File: config.mk
export PLATFORM = sky130hd
export DESIGN_NAME = stepper_motion_state_control
export DESIGN_NICKNAME = d
export VERILOG_FILES = /design/src/hw/stepper_motion_state_control.v
export VERILOG_INCLUDE_DIRS = /design/src /design/src/hw
export SDC_FILE = /design/constraint.sdc
export NUM_CORES = 1
export LEC_CHECK = 0
export BUFFER_PORTS_ARGS = -buffer_cell sky130_fd_sc_hd__buf_2
export CAP_MARGIN = 20
export CORE_ASPECT_RATIO = 1.2
export CORE_UTILIZATION = 29
export CTS_CLUSTER_DIAMETER = 100
export CTS_CLUSTER_SIZE = 28
export DETAILED_ROUTE_END_ITERATION = 6
export PLACE_DENSITY = 0.43
export SYNTH_ARGS = -nofsm -noshare
export SYNTH_HDL_FRONTEND = slang
export SYNTH_SLANG_ARGS = --single-unit
export TNS_END_PERCENT = 30
File: constraint.sdc
create_clock -name i_clk -period 5.8 [get_ports i_clk]
set_clock_uncertainty 0.2 [all_clocks]
set_input_delay 1.16 -clock i_clk [delete_from_list [all_inputs] [get_ports i_clk]]
set_output_delay 1.16 -clock i_clk [all_outputs]
set_load 0.005 [all_outputs]
File: src/hw/motion_state_defs.vh
// Constants for the stepper motion state controller.
`ifndef MOTION_STATE_DEFS_VH
`define MOTION_STATE_DEFS_VH
`define ADDR_CTRL        8'h00
`define ADDR_CMD         8'h04
`define ADDR_TARGET      8'h08
`define ADDR_ACTUAL      8'h0C
`define ADDR_SECURE      8'h10
`define ADDR_EVENT       8'h14
`define ADDR_STATUS      8'h18
`define ADDR_DUAL        8'h1C
`define CTRL_BOOST_N     0
`define CTRL_PWM_RATE    1
`define CTRL_DITHER      2
`define CTRL_SLEEP_PERM  3
`define CTRL_ACC_SHAPE   4
`define CTRL_SETTLE_LSB  5
`define CTRL_RESET       32'h0000_0001
`define CMD_POS_SET      4'h1
`define CMD_POS_SHORT    4'h2
`define CMD_SAFE_POS     4'h3
`define CMD_SHORT_STAT   4'h4
`define CMD_FULL_STAT    4'h5
`define CMD_SLEEP        4'h6
`define CMD_RAMP_HALT    4'h7
`define CMD_ABRUPT_HALT  4'h8
`define CMD_DUAL_MOVE    4'h9
`define CMD_MOTOR_PARAM  4'hA
`define CMD_ID_ASSIGN    4'hB
`define CMD_BUS_TIMEOUT  4'hF
`define SEC_DISABLED     11'h400
`define ST_STANDBY       4'h0
`define ST_STOPPED       4'h1
`define ST_MOVING        4'h2
`define ST_DUAL          4'h3
`define ST_RAMP_HALT     4'h4
`define ST_ABRUPT_HALT   4'h5
`define ST_RAMP_HALTED   4'h6
`define ST_SHUTDOWN      4'h7
`define ST_SLEEP         4'h8
`define PWM_SLOW_HZ      22800
`define PWM_FAST_HZ      45600
`define CLK_HZ           40000000
`define SETTLE_UNIT      16'h0100
`endif

File: src/hw/stepper_motion_state_control.v
// Stepper motion state controller with AXI4-Lite register access.
`timescale 1ns/10ps
`include "motion_state_defs.vh"
module stepper_motion_state_control #(
    parameter POS_W = 16
) (
    input  wire        i_clk,
    input  wire        i_resetn,
    input  wire        i_ce,
    input  wire [7:0]  s_axi_awaddr,
    input  wire        s_axi_awvalid,
    output wire        s_axi_awready,
    input  wire [31:0] s_axi_wdata,
    input  wire [3:0]  s_axi_wstrb,
    input  wire        s_axi_wvalid,
    output wire        s_axi_wready,
    output wire [1:0]  s_axi_bresp,
    output wire        s_axi_bvalid,
    input  wire        s_axi_bready,
    input  wire [7:0]  s_axi_araddr,
    input  wire        s_axi_arvalid,
    output wire        s_axi_arready,
    output wire [31:0] s_axi_rdata,
    output wire [1:0]  s_axi_rresp,
    output wire        s_axi_rvalid,
    input  wire        s_axi_rready,
    input  wire        i_motion_done,
    input  wire        i_step_tick,
    input  wire        i_thermal_sd,
    input  wire        i_temp_warn,
    input  wire        i_temp_cold,
    input  wire        i_supply_ok,
    input  wire [1:0]  i_bridge_drop,
    input  wire        i_undervolt_mode,
    output wire [3:0]  o_state,
    output wire        o_bridge_hiz,
    output wire [1:0]  o_bridge_off,
    output wire        o_run_current,
    output wire        o_boost_active,
    output wire        o_pwm_clk,
    output wire        o_profile_sel
);
    // Register storage and bus handshake state.
    reg [31:0]      ctrl_ff;
    reg [POS_W-1:0] target_ff, actual_ff, dual_pos_ff, dual_run_ff;
    reg [10:0]      secure_ff;
    reg [3:0]       state_ff, nxt_state;
    reg             sleep_req_ff, halt_mark_ff, thermal_ff, short_ff, step_loss_ff, seen_full_ff;
    reg [1:0]       bridge_off_ff;
    reg             dual_phase_ff, settle_ff;
    reg [15:0]      settle_cnt_ff;
    reg [3:0]       cmd_ff;
    reg             cmd_vld_ff;
    reg [7:0]       awaddr_ff, araddr_ff;
    reg             aw_ff, w_ff, bvalid_ff, rvalid_ff;
    reg [31:0]      wdata_ff, rdata_ff;
    reg [1:0]       rresp_ff, bresp_ff;
    reg             wake_ff;
    reg [15:0]      pwm_cnt_ff;
    reg             pwm_ff;
    reg [7:0]       lfsr_ff;
    wire            soft_rst = wake_ff;
    wire            do_write = aw_ff & w_ff & ~bvalid_ff;
    wire            secure_en = (secure_ff != `SEC_DISABLED);
    wire [POS_W-1:0] secure_pos = {{(POS_W-11){secure_ff[10]}}, secure_ff};
    wire            sleep_permit = ctrl_ff[`CTRL_SLEEP_PERM];
    wire [POS_W-1:0] unit_step = {{(POS_W-1){1'b0}}, 1'b1};
    wire            cmd_live = cmd_vld_ff & (state_ff != `ST_SLEEP);

    assign s_axi_awready = ~aw_ff & ~bvalid_ff;
    assign s_axi_wready  = ~w_ff & ~bvalid_ff;
    assign s_axi_bvalid  = bvalid_ff;
    assign s_axi_bresp   = bresp_ff;
    assign s_axi_arready = ~rvalid_ff;
    assign s_axi_rvalid  = rvalid_ff;
    assign s_axi_rdata   = rdata_ff;
    assign s_axi_rresp   = rresp_ff;

    // Write channel: address and data captured in either order, answered once both are in.
    always @(posedge i_clk or negedge i_resetn) begin
        if (!i_resetn) begin
            aw_ff     <= 1'b0;
            w_ff      <= 1'b0;
            awaddr_ff <= 8'h00;
            wdata_ff  <= 32'h0000_0000;
            bvalid_ff <= 1'b0;
            bresp_ff  <= 2'h0;
        end else if (i_ce) begin
            if (s_axi_awvalid && s_axi_awready) begin
                aw_ff     <= 1'b1;
                awaddr_ff <= s_axi_awaddr;
            end
            if (s_axi_wvalid && s_axi_wready) begin
                w_ff     <= 1'b1;
                wdata_ff <= s_axi_wdata;
            end
            if (do_write) begin
                aw_ff     <= 1'b0;
                w_ff      <= 1'b0;
                bvalid_ff <= 1'b1;
                bresp_ff  <= (awaddr_ff > `ADDR_DUAL || awaddr_ff[1:0] != 2'h0) ? 2'h2 : 2'h0;
            end else if (bvalid_ff && s_axi_bready) begin
                bvalid_ff <= 1'b0;
            end
        end
    end

    // Read channel: one cycle to data, held until taken.
    always @(posedge i_clk or negedge i_resetn) begin
        if (!i_resetn) begin
            rvalid_ff <= 1'b0;
            rdata_ff  <= 32'h0000_0000;
            rresp_ff  <= 2'h0;
        end else if (i_ce) begin
            if (s_axi_arvalid && s_axi_arready) begin
                rvalid_ff <= 1'b1;
                rresp_ff  <= 2'h0;
                case (s_axi_araddr)
                    `ADDR_CTRL:   rdata_ff <= ctrl_ff;
                    `ADDR_CMD:    rdata_ff <= {28'h0000000, cmd_ff};
                    `ADDR_TARGET: rdata_ff <= {{(32-POS_W){target_ff[POS_W-1]}}, target_ff};
                    `ADDR_ACTUAL: rdata_ff <= {{(32-POS_W){actual_ff[POS_W-1]}}, actual_ff};
                    `ADDR_SECURE: rdata_ff <= {21'h000000, secure_ff};
                    `ADDR_STATUS: rdata_ff <= {19'h00000, bridge_off_ff, dual_phase_ff, secure_en,
                                              step_loss_ff, short_ff, thermal_ff, halt_mark_ff,
                                              sleep_req_ff, state_ff};
                    `ADDR_DUAL:   rdata_ff <= {{(32-POS_W){dual_pos_ff[POS_W-1]}}, dual_pos_ff};
                    `ADDR_EVENT:  rdata_ff <= 32'h0000_0000;
                    default: begin
                        rdata_ff <= 32'h0000_0000;
                        rresp_ff <= 2'h2;
                    end
                endcase
            end else if (rvalid_ff && s_axi_rready) begin
                rvalid_ff <= 1'b0;
            end
        end
    end

    // State priority encoder; unlisted combinations hold the state.
    always @* begin
        nxt_state = state_ff;
        case (state_ff)
            `ST_STANDBY: begin
                if (thermal_ff || short_ff)
                    nxt_state = `ST_SHUTDOWN;
                else if (sleep_req_ff)
                    nxt_state = `ST_SLEEP;
                else if (cmd_live && cmd_ff == `CMD_DUAL_MOVE)
                    nxt_state = `ST_DUAL;
                else if (target_ff != actual_ff)
                    nxt_state = `ST_MOVING;
            end
            `ST_STOPPED: begin
                if (thermal_ff || short_ff)
                    nxt_state = `ST_SHUTDOWN;
                else if (cmd_live && cmd_ff == `CMD_DUAL_MOVE)
                    nxt_state = `ST_DUAL;
                else if (sleep_req_ff && sleep_permit &&
                         (!secure_en || actual_ff == secure_pos || halt_mark_ff))
                    nxt_state = `ST_SLEEP;
                else if (sleep_req_ff && sleep_permit)
                    nxt_state = `ST_MOVING;
                else if (target_ff != actual_ff)
                    nxt_state = `ST_MOVING;
            end
            `ST_MOVING, `ST_DUAL: begin
                if (i_bridge_drop != 2'b00)
                    nxt_state = `ST_ABRUPT_HALT;
                else if (cmd_live && cmd_ff == `CMD_ABRUPT_HALT)
                    nxt_state = `ST_ABRUPT_HALT;
                else if (thermal_ff || (cmd_live && cmd_ff == `CMD_RAMP_HALT) ||
                         (sleep_req_ff && !secure_en && state_ff == `ST_MOVING))
                    nxt_state = `ST_RAMP_HALT;
                else if (i_motion_done && !(state_ff == `ST_DUAL && !dual_phase_ff))
                    nxt_state = `ST_STOPPED;
            end
            `ST_RAMP_HALT: begin
                if (cmd_live && cmd_ff == `CMD_ABRUPT_HALT)
                    nxt_state = `ST_ABRUPT_HALT;
                else if (i_motion_done)
                    nxt_state = `ST_STOPPED;
            end
            `ST_ABRUPT_HALT: begin
                if (i_motion_done)
                    nxt_state = `ST_STOPPED;
            end
            `ST_RAMP_HALTED: begin
                if (thermal_ff)
                    nxt_state = `ST_SHUTDOWN;
            end
            `ST_SHUTDOWN: begin
                // leave to stopped only with both flags clear; a sleep request leaves to sleep with flags set.
                if (!thermal_ff && !short_ff && cmd_live &&
                    (cmd_ff == `CMD_SHORT_STAT || cmd_ff == `CMD_FULL_STAT))
                    nxt_state = `ST_STOPPED;
                else if (sleep_req_ff)
                    nxt_state = `ST_SLEEP;
            end
            `ST_SLEEP: nxt_state = `ST_SLEEP;
            default:   nxt_state = `ST_STANDBY;
        endcase
    end

    // Sleep is left by any bus activity; that wake pulses a reinitialisation of the core state, flags and position registers.
    always @(posedge i_clk or negedge i_resetn) begin
        if (!i_resetn)
            wake_ff <= 1'b0;
        else if (i_ce)
            wake_ff <= (state_ff == `ST_SLEEP) && (s_axi_awvalid || s_axi_arvalid) && !wake_ff;
    end

    // Core state, flags and position registers.
    always @(posedge i_clk or negedge i_resetn) begin
        if (!i_resetn) begin
            state_ff      <= `ST_STANDBY;
            ctrl_ff       <= `CTRL_RESET;
            target_ff     <= {POS_W{1'b0}};
            actual_ff     <= {POS_W{1'b0}};
            dual_pos_ff   <= {POS_W{1'b0}};
            dual_run_ff   <= {POS_W{1'b0}};
            secure_ff     <= `SEC_DISABLED;
            sleep_req_ff  <= 1'b0;
            halt_mark_ff  <= 1'b0;
            thermal_ff    <= 1'b0;
            short_ff      <= 1'b0;
            step_loss_ff  <= 1'b0;
            seen_full_ff  <= 1'b0;
            bridge_off_ff <= 2'b00;
            dual_phase_ff <= 1'b0;
            cmd_ff        <= 4'h0;
            cmd_vld_ff    <= 1'b0;
            settle_ff     <= 1'b0;
            settle_cnt_ff <= 16'h0000;
        end else if (i_ce && soft_rst) begin
            state_ff      <= `ST_STANDBY;
            ctrl_ff       <= `CTRL_RESET;
            target_ff     <= {POS_W{1'b0}};
            actual_ff     <= {POS_W{1'b0}};
            dual_pos_ff   <= {POS_W{1'b0}};
            dual_run_ff   <= {POS_W{1'b0}};
            secure_ff     <= `SEC_DISABLED;
            sleep_req_ff  <= 1'b0;
            halt_mark_ff  <= 1'b0;
            thermal_ff    <= 1'b0;
            short_ff      <= 1'b0;
            step_loss_ff  <= 1'b0;
            seen_full_ff  <= 1'b0;
            bridge_off_ff <= 2'b00;
            dual_phase_ff <= 1'b0;
            cmd_ff        <= 4'h0;
            cmd_vld_ff    <= 1'b0;
            settle_ff     <= 1'b0;
            settle_cnt_ff <= 16'h0000;
        end else if (i_ce) begin
            state_ff   <= nxt_state;
            cmd_vld_ff <= 1'b0;
            if (i_step_tick && actual_ff != target_ff)
                actual_ff <= (target_ff > actual_ff) ? actual_ff + unit_step : actual_ff - unit_step;
            // Register writes; commands are taken as one-cycle events.
            if (do_write) begin
                case (awaddr_ff)
                    `ADDR_CTRL: begin
                        // profile bit only accepted outside a normal move.
                        if (state_ff == `ST_MOVING)
                            ctrl_ff <= {wdata_ff[31:5], ctrl_ff[4], wdata_ff[3:0]};
                        else
                            ctrl_ff <= wdata_ff;
                    end
                    `ADDR_CMD: begin
                        cmd_ff     <= wdata_ff[3:0];
                        cmd_vld_ff <= 1'b1;
                    end
                    `ADDR_TARGET: dual_run_ff <= wdata_ff[POS_W-1:0];
                    `ADDR_SECURE: secure_ff   <= wdata_ff[10:0];
                    `ADDR_DUAL:   dual_pos_ff <= wdata_ff[POS_W-1:0];
                    default: ;
                endcase
            end
            // position commands run even with lost steps.
            if (cmd_live && (cmd_ff == `CMD_POS_SET || cmd_ff == `CMD_POS_SHORT) &&
                state_ff != `ST_SHUTDOWN)
                target_ff <= dual_run_ff;
            if (cmd_live && cmd_ff == `CMD_SAFE_POS && secure_en && state_ff != `ST_SHUTDOWN)
                target_ff <= secure_pos;
            // sleep request set wins over clear.
            if (cmd_live && (cmd_ff == `CMD_SLEEP || cmd_ff == `CMD_BUS_TIMEOUT))
                sleep_req_ff <= 1'b1;
            else if (cmd_live && cmd_ff != `CMD_ID_ASSIGN)
                sleep_req_ff <= 1'b0;
            if ((state_ff == `ST_RAMP_HALT || state_ff == `ST_ABRUPT_HALT) && nxt_state != state_ff)
                halt_mark_ff <= 1'b1;
            else if (state_ff == `ST_STOPPED)
                halt_mark_ff <= 1'b0;
            // halt completion copies actual into target.
            if ((state_ff == `ST_RAMP_HALT || state_ff == `ST_ABRUPT_HALT) && i_motion_done)
                target_ff <= actual_ff;
            if (state_ff == `ST_STOPPED && nxt_state == `ST_MOVING && sleep_req_ff)
                target_ff <= secure_pos;
            // shutdown entry copies actual to target unless in undervolt mode.
            if (nxt_state == `ST_SHUTDOWN && state_ff != `ST_SHUTDOWN && !i_undervolt_mode)
                target_ff <= actual_ff;
            // two-phase move starts with its own target.
            if (state_ff != `ST_DUAL && nxt_state == `ST_DUAL) begin
                dual_phase_ff <= 1'b0;
                target_ff     <= dual_pos_ff;
            end else if (state_ff == `ST_DUAL && i_motion_done && !dual_phase_ff) begin
                dual_phase_ff <= 1'b1;
                target_ff     <= dual_run_ff;
            end else if (state_ff != `ST_DUAL) begin
                dual_phase_ff <= 1'b0;
            end
            // boost bit forced off when warm.
            if (i_temp_warn)
                ctrl_ff[`CTRL_BOOST_N] <= 1'b1;
            // error flags clear after full query under normal conditions.
            if (i_thermal_sd)
                thermal_ff <= 1'b1;
            else if (seen_full_ff && !i_temp_warn && i_supply_ok && i_bridge_drop == 2'b00)
                thermal_ff <= 1'b0;
            // coil defect flag and bridge switch-off.
            if (i_bridge_drop != 2'b00) begin
                short_ff      <= 1'b1;
                bridge_off_ff <= bridge_off_ff | i_bridge_drop;
            end else if (seen_full_ff && !i_thermal_sd && i_supply_ok) begin
                short_ff      <= 1'b0;
                bridge_off_ff <= 2'b00;
            end
            // The query is latched after the clear, so a query in a quiet cycle is not lost.
            if (seen_full_ff && !i_thermal_sd && !i_temp_warn && i_supply_ok && i_bridge_drop == 2'b00)
                seen_full_ff <= 1'b0;
            if (cmd_live && cmd_ff == `CMD_FULL_STAT)
                seen_full_ff <= 1'b1;
            // lost-step flag cleared by status queries.
            if (i_bridge_drop != 2'b00 && (state_ff == `ST_MOVING || state_ff == `ST_DUAL))
                step_loss_ff <= 1'b1;
            else if (cmd_live && (cmd_ff == `CMD_SHORT_STAT || cmd_ff == `CMD_FULL_STAT))
                step_loss_ff <= 1'b0;
            if ((state_ff == `ST_MOVING || state_ff == `ST_DUAL) && nxt_state == `ST_STOPPED) begin
                settle_ff     <= 1'b1;
                settle_cnt_ff <= `SETTLE_UNIT << ctrl_ff[`CTRL_SETTLE_LSB+1:`CTRL_SETTLE_LSB];
            end else if (settle_ff) begin
                if (settle_cnt_ff == 16'h0001)
                    settle_ff <= 1'b0;
                settle_cnt_ff <= settle_cnt_ff - 16'h0001;
            end
        end
    end

    // PWM clock: rate select picks the divider; dither perturbs it with a small LFSR.
    localparam integer DIV_SLOW_N = `CLK_HZ / (2 * `PWM_SLOW_HZ);
    localparam integer DIV_FAST_N = `CLK_HZ / (2 * `PWM_FAST_HZ);
    localparam [15:0]  DIV_SLOW   = DIV_SLOW_N[15:0];
    localparam [15:0]  DIV_FAST   = DIV_FAST_N[15:0];
    wire [15:0] pwm_div = (ctrl_ff[`CTRL_PWM_RATE] ? DIV_FAST : DIV_SLOW) +
                          (ctrl_ff[`CTRL_DITHER] ? {12'h000, lfsr_ff[3:0]} : 16'h0000);
    always @(posedge i_clk or negedge i_resetn) begin
        if (!i_resetn) begin
            pwm_cnt_ff <= 16'h0000;
            pwm_ff     <= 1'b0;
            lfsr_ff    <= 8'h01;
        end else if (i_ce) begin
            if (pwm_cnt_ff >= pwm_div) begin
                pwm_cnt_ff <= 16'h0000;
                pwm_ff     <= ~pwm_ff;
                lfsr_ff    <= {lfsr_ff[6:0], lfsr_ff[7] ^ lfsr_ff[5] ^ lfsr_ff[4] ^ lfsr_ff[3]};
            end else begin
                pwm_cnt_ff <= pwm_cnt_ff + 16'h0001;
            end
        end
    end

    assign o_state        = state_ff;
    assign o_bridge_hiz   = (state_ff == `ST_SHUTDOWN) || (state_ff == `ST_SLEEP);
    assign o_bridge_off   = bridge_off_ff;
    // run current from motion start until settle ends; a halted move drops it at halt completion without settle.
    assign o_run_current  = (state_ff == `ST_MOVING) || (state_ff == `ST_DUAL) ||
                            (state_ff == `ST_RAMP_HALT) || (state_ff == `ST_ABRUPT_HALT) || settle_ff;
    assign o_boost_active = ~ctrl_ff[`CTRL_BOOST_N] & i_temp_cold & ~i_temp_warn;
    assign o_pwm_clk      = pwm_ff;
    // profile forced to 1 in phase two.
    assign o_profile_sel  = ctrl_ff[`CTRL_ACC_SHAPE] | (state_ff == `ST_DUAL && dual_phase_ff);
endmodule

Yosys cells after proc, flatten, opt, wreduce, memory -nomap -nowiden

Index checks and enable logic that the tools add are counted.

Register bits after elaboration: 248
Output and inout port bits: 52
Word-level logic and storage cells: 353
Input bits: 69

$lt $le $gt $ge: 3
Equal/unequal tests: 44
Add/subtract/negate cells: 5
Bitwise operators: 19
Shift operators: 1
Multiplexer cells: 115
Reduce and logical (&&, ||, !) cells: 132

Operator list:

| operator                                              | number |
|---|---|
| two-way mux 16 bit                                    | 26 |
| one-hot mux 32 bit (7 select lines)                   | 1 |
| two-way mux 32 bit                                    | 4 |
| two-way mux 4 bit                                     | 24 |
| logical AND 1 bit                                     | 50 |
| equality test 8 x 5 -> 1 bit (second input constant)  | 6 |
| two-way mux 1 bit                                     | 47 |
| two-way mux 11 bit                                    | 4 |
| AND reduction 2 bit                                   | 19 |
| equality test 4 x 3 -> 1 bit (second input constant)  | 9 |
| adder 16 x 1 -> 16 bit (second input constant)        | 2 |
| != test 16 bit                                        | 2 |
| one-hot mux 4 bit (8 select lines)                    | 1 |
| subtractor 16 x 1 -> 16 bit (second input constant)   | 2 |
| nonzero test 2 bit                                    | 14 |
| nonzero test 3 bit                                    | 9 |
| equality test 4 x 2 -> 1 bit (second input constant)  | 6 |
| equality test 8 x 4 -> 1 bit (second input constant)  | 3 |
| AND reduction 3 bit                                   | 6 |
| equality test 16 x 1 -> 1 bit (second input constant) | 1 |
| equality test 16 bit                                  | 1 |
| equality test 4 bit (second input constant)           | 4 |
| equality test 8 x 3 -> 1 bit (second input constant)  | 2 |
| greater-or-equal comparator 16 x 11 -> 1 bit          | 1 |
| 29 further kinds                                      | 75 |

Longest topological paths before layout

Depth in word-level cells: 18
Gate-level depth with buffers: 18
Gate-level depth less buffers: 18

Worst setup path before layout

OpenSTA, ideal clock, no wires.

Kind: reg2reg
From: reg actual_ff[15]
To: reg actual_ff[13]
Path buffers: 0
Arrival: 3.883 ns
Cell stages (with the launch flop): 15
Setup slack: 1.596 ns
Path through: dfrtp_1 > inv_1 > ha_1 > nand4_1 > nor4_1 > a31o_2 > ha_1 > a211oi_1 > o211ai_1 > a2111oi_0 > nor3_1 > or3_1 > a21oi_1 > xnor2_1 > a22o_1

Word-level cells in the longest chain between the ends: 5

Ends and longest elaborated chain:

| element                  | RTL line                           | source |
|---|---|---|
| start: declaration       | stepper_motion_state_control.v:45  | `reg [POS_W-1:0] target_ff, actual_ff, dual_pos_ff, dual_run_ff;` |
| start signal: assignment | stepper_motion_state_control.v:219 | `actual_ff <= {POS_W{1'b0}};` |
| start signal: assignment | stepper_motion_state_control.v:239 | `actual_ff <= {POS_W{1'b0}};` |
| start signal: assignment | stepper_motion_state_control.v:259 | `actual_ff <= (target_ff > actual_ff) ? actual_ff + unit_step : actual_ff - unit_step;` |
| > comparator 16 bit      | stepper_motion_state_control.v:259 |  |
| two-way mux 16 bit       | stepper_motion_state_control.v:259 |  |
| two-way mux 16 bit       | stepper_motion_state_control.v:258 | `if (i_step_tick && actual_ff != target_ff)` |
| two-way mux 16 bit       | stepper_motion_state_control.v:255 | `end else if (i_ce) begin` |
| two-way mux 16 bit       | stepper_motion_state_control.v:235 | `end else if (i_ce && soft_rst) begin` |

Several ways; a longest one is shown, not always the timed one. The select of a mux whose other input is x is not followed.
A chain may end at the register's enable or synchronous reset.

Worst setup path in the final report

From: reg actual_ff[3]
To: reg actual_ff[14]

Word-level cells in the longest chain between the ends: 5

Ends and longest elaborated chain:

| element                                                   | RTL line |
|---|---|
| subtractor 16 x 1 -> 16 bit, or another cell as far along | stepper_motion_state_control.v:259 |
| two-way mux 16 bit                                        | stepper_motion_state_control.v:259 |
| two-way mux 16 bit                                        | stepper_motion_state_control.v:258 |
| two-way mux 16 bit                                        | stepper_motion_state_control.v:255 |
| two-way mux 16 bit                                        | stepper_motion_state_control.v:235 |

Several ways; a longest one is shown, not always the timed one. The select of a mux whose other input is x is not followed.

==> flow_summary.json <==
{
  "power.share.combinational_pct": 43.1,
  "syn_area_per_cell_um2": 9.54,
  "swShare_pct": 41.7,
  "clkTransAtPathRegs_ps": 110,
  "p_int_mw": 3.96,
  "h-tree-depth": 1,
  "cts_buffers": 14,
  "setup_viol": 0,
  "reg2reg_depth": 18,
  "gp_congestion": 0.873,
  "violations": "design-rule violations",
  "worst_setup_path_start_kind": "flip-flop",
  "rows": 86,
  "worst_pin_slew_ps": 995,
  "antenna_found_initial": 1,
  "drtIter0Drc": 925,
  "worst-setup-path-type": "flip-flop to flip-flop",
  "grt_pass1_wl_um": 67500,
  "endpoint_kind": "flip-flop",
  "vias_per_cell": 5.33,
  "arrival_ps": 5040,
  "dieArea_um2": 47300,
  "dp_cells": 2097,
  "synthFlopType": "dfrtp_1",
  "postCtsSetupBuffers": 0,
  "status": "finished, violations left",
  "drv_cap": 0,
  "rsz0062_at_grt": "false",
  "die_w_um": 199,
  "power_density_nw_per_um2": 445,
  "layout-drive-gt1-share_pct": 17.3,
  "min_path_type": "flip-flop to flip-flop",
  "p_seq_share_pct": 40.2,
  "ys_seq_area_share_pct": 45.7,
  "synth_cell_type_count": 76,
  "cts_resized": 0,
  "fmax_ghz": 0.206,
  "die_h_um": 238,
  "cp_top_family": "compound AO/OA/AOI/OAI gates",
  "io_buffers": 114,
  "crit_fanout": 16,
  "finalCoreUtilization_pct": 33.3,
  "switchingPower_mw": 2.84,
  "cts_tree": "yes",
  "drv_slew": 0,
  "stdcell_count": 2123,
  "fin_crit_sh_pct": 83.6,
  "synth-seq-cells": 246,
  "syn2layout_area_growth_pct": 13.4,
  "core_area_um2": 45800,
  "detail-route-antenna-nets": 0,
  "clockRootBuffer": "clkbuf_16",
  "finalHoldViolCount": 0,
  "final_common_cell": "dfrtp_1",
  "syn_area_um2": 13500,
  "cp_cell_sequence": "buf_4, inv_1, ha_1, a2111oi_0, a21oi_1, o21ai_0, a31o_2, inv_1, fa_1, nor2b_1, o21ai_0, a21boi_0, o21ai_0, a211oi_1, nor3_1, o41ai_1, xor2_1, a22o_1",
  "top_layer": "met5",
  "period_minus_slack_ps": 4850,
  "slew_headroom_pct": 33.2,
  "cp_num_buf_inv": 3,
  "clock_latency_ps": 530,
  "leakage_nw": 6.68,
  "clkPwrFrac_pct": 16.7,
  "num_antenna_cells": 0,
  "wl_met1_um": 18800,
  "synth-edff-count": 0,
  "cts_hold_buffers": 0,
  "fin_setup_tns_ps": 0,
  "nets": 1616,
  "num-fill-cells": 4841,
  "grt_pass1_vias": 11300,
  "min_path_cells": 1,
  "path_common_cell": "o21ai_0",
  "critical-path-slowest-cell": "o41ai_1",
  "required_ps": 5990,
  "wl_met2_um": 21300,
  "ir_drop_v": 0.000204,
  "cp_slowest_stage_delay_ps": 480,
  "placed_area_um2": 14800,
  "cp_num_cells": 18,
  "grt_usage_pct": 18.4,
  "dp_slack_ps": 1030,
  "clock_path_buffers": 3,
  "wl_met3_um": 1960,
  "routed_wl_um": 43300,
  "grt_max_degree": 90,
  "cts.sinks": 246,
  "timing.final.ws_setup_ps": 951,
  "layout_common_cells": "243 x dfrtp_1, 210 x nand2_1, 113 x buf_2",
  "io_pins": 121,
  "vias": 11300,
  "final_cell_area_um2": 15300,
  "grt.overflow.total": 0,
  "remaining_drc_errors": 5,
  "syn_inst": 1412,
  "synthArstFlopShare_pct": 100,
  "yosysWarnings": 0,
  "place_hpwl_um": 31100,
  "drtPass1Iterations": 7,
  "wl_per_cell_um": 20.4,
  "start_util_pct": 29.4
}
## cells in the mapped netlist (15+ instances only)
master | n | area share (%)
dfrtp_1 | 243 | 45
nand2_1 | 210 | 5.8
a21oi_1 | 101 | 3.8
nor2_1 | 99 | 2.8
o21ai_0 | 75 | 2.8
clkbuf_1 | 68 | 1.9
a22o_1 | 49 | 3.2
mux2_2 | 49 | 4.1
ha_1 | 46 | 4.3
inv_1 | 35 | 0.97
a22oi_1 | 26 | 1.4
xnor2_1 | 25 | 1.6
nor3_1 | 24 | 0.89
xor2_1 | 24 | 1.6
nand3_1 | 22 | 0.82
a21o_1 | 18 | 1.0
o2bb2ai_1 | 15 | 0.97
## power groups by stage
stage / sequential (mW) / combinational (mW) / clock, mW
4_1_cts: 2.74 / 2.93 / 1.18
5_1_grt: 2.81 / 3.29 / 1.23
3_3_place_gp: 2.77 / 2.90 / 0
2_1_floorplan: 2.53 / 2.28 / 0
6_report: 2.74 / 2.93 / 1.14
3_5_place_dp: 2.77 / 2.91 / 0
## final timing paths
| kind | start | endpoint | slack [ps] |
|---|---|---|---|
| setup / recovery | actual_ff[3] | actual_ff[14] | 950 |
| hold / removal | o_pwm_clk | o_pwm_clk | 280 |
| setup reg to reg | actual_ff[3] | actual_ff[14] | 950 |
| hold reg to reg | o_pwm_clk | o_pwm_clk | 280 |
| max in group asynchronous | i_resetn | s_axi_rdata[11] | 3850 |
| min in group asynchronous | i_resetn | target_ff[0] | 440 |
## through the flow
| step | hold slack (ps) | total power [mW] |
|---|---|---|
| global placement | 253 | 5.67 |
| detailed placement | 263 | 5.69 |
| CTS | 279 | 6.85 |
| finish | 283 | 6.80 |
| floorplan | 262 | 4.80 |
| global route | 312 | 7.33 |
## kinds of logic (layout without fill, tap and decap cells)
logic type                 after synthesis  after routing  share of synthesized area, %
AOI/OAI and AO/OA                      420            420                          21.6
xor gates and xnor gates                49             49                          3.18
adders and majority gates               48             48                          4.57
buffers and inverters                  117            211                          3.58
DFF                                    246            246                          45.7
muxes                                   63             63                          5.13
other                                    1              2                        0.0278
and+or+nand+nor                        468            468                          16.1
## layout make-up
class | instances | area, um^2 | area share (%)
Sequential cell | 246 | 6160 | 40.3
Clock inverter | 6 | 60.1 | 0.393
Clock buffer | 18 | 387 | 2.53
Tap cell | 616 | 771 | 5.05
Multi-Input combinational cell | 1050 | 6900 | 45.2
Timing Repair Buffer | 151 | 866 | 5.67
Inverter | 36 | 135 | 0.885
## state kept, by name (all words and copies together) (netlist names), 2 cells and up
register and flops:
ctrl_ff 32, s_axi_rdata 32, wdata_ff 32, actual_ff 16, dual_pos_ff 16, dual_run_ff 16
pwm_cnt_ff 16, settle_cnt_ff 16, target_ff 16, secure_ff 11, awaddr_ff 8, lfsr_ff 8
cmd_ff 4, o_state 4, o_bridge_off 2
## layer usage
layer	vias to the layer above	global-route usage, %
met1	5669	24.3
met3	54	2.45
met5	-	0
met4	2	4.94
li1	5317	-
met2	263	31.2
## worst reg2reg max path: stages (launching register included)
cell and delay (ps):
dfrtp_1 340, buf_4 150, inv_1 50, ha_1 300
a2111oi_0 410, a21oi_1 150, o21ai_0 200, a31o_2 440
inv_1 110, fa_1 410, nor2b_1 120, o21ai_0 100
a21boi_0 260, o21ai_0 200, a211oi_1 350, nor3_1 120
o41ai_1 480, xor2_1 120, a22o_1 200
Power figures use the tool's default switching activity.
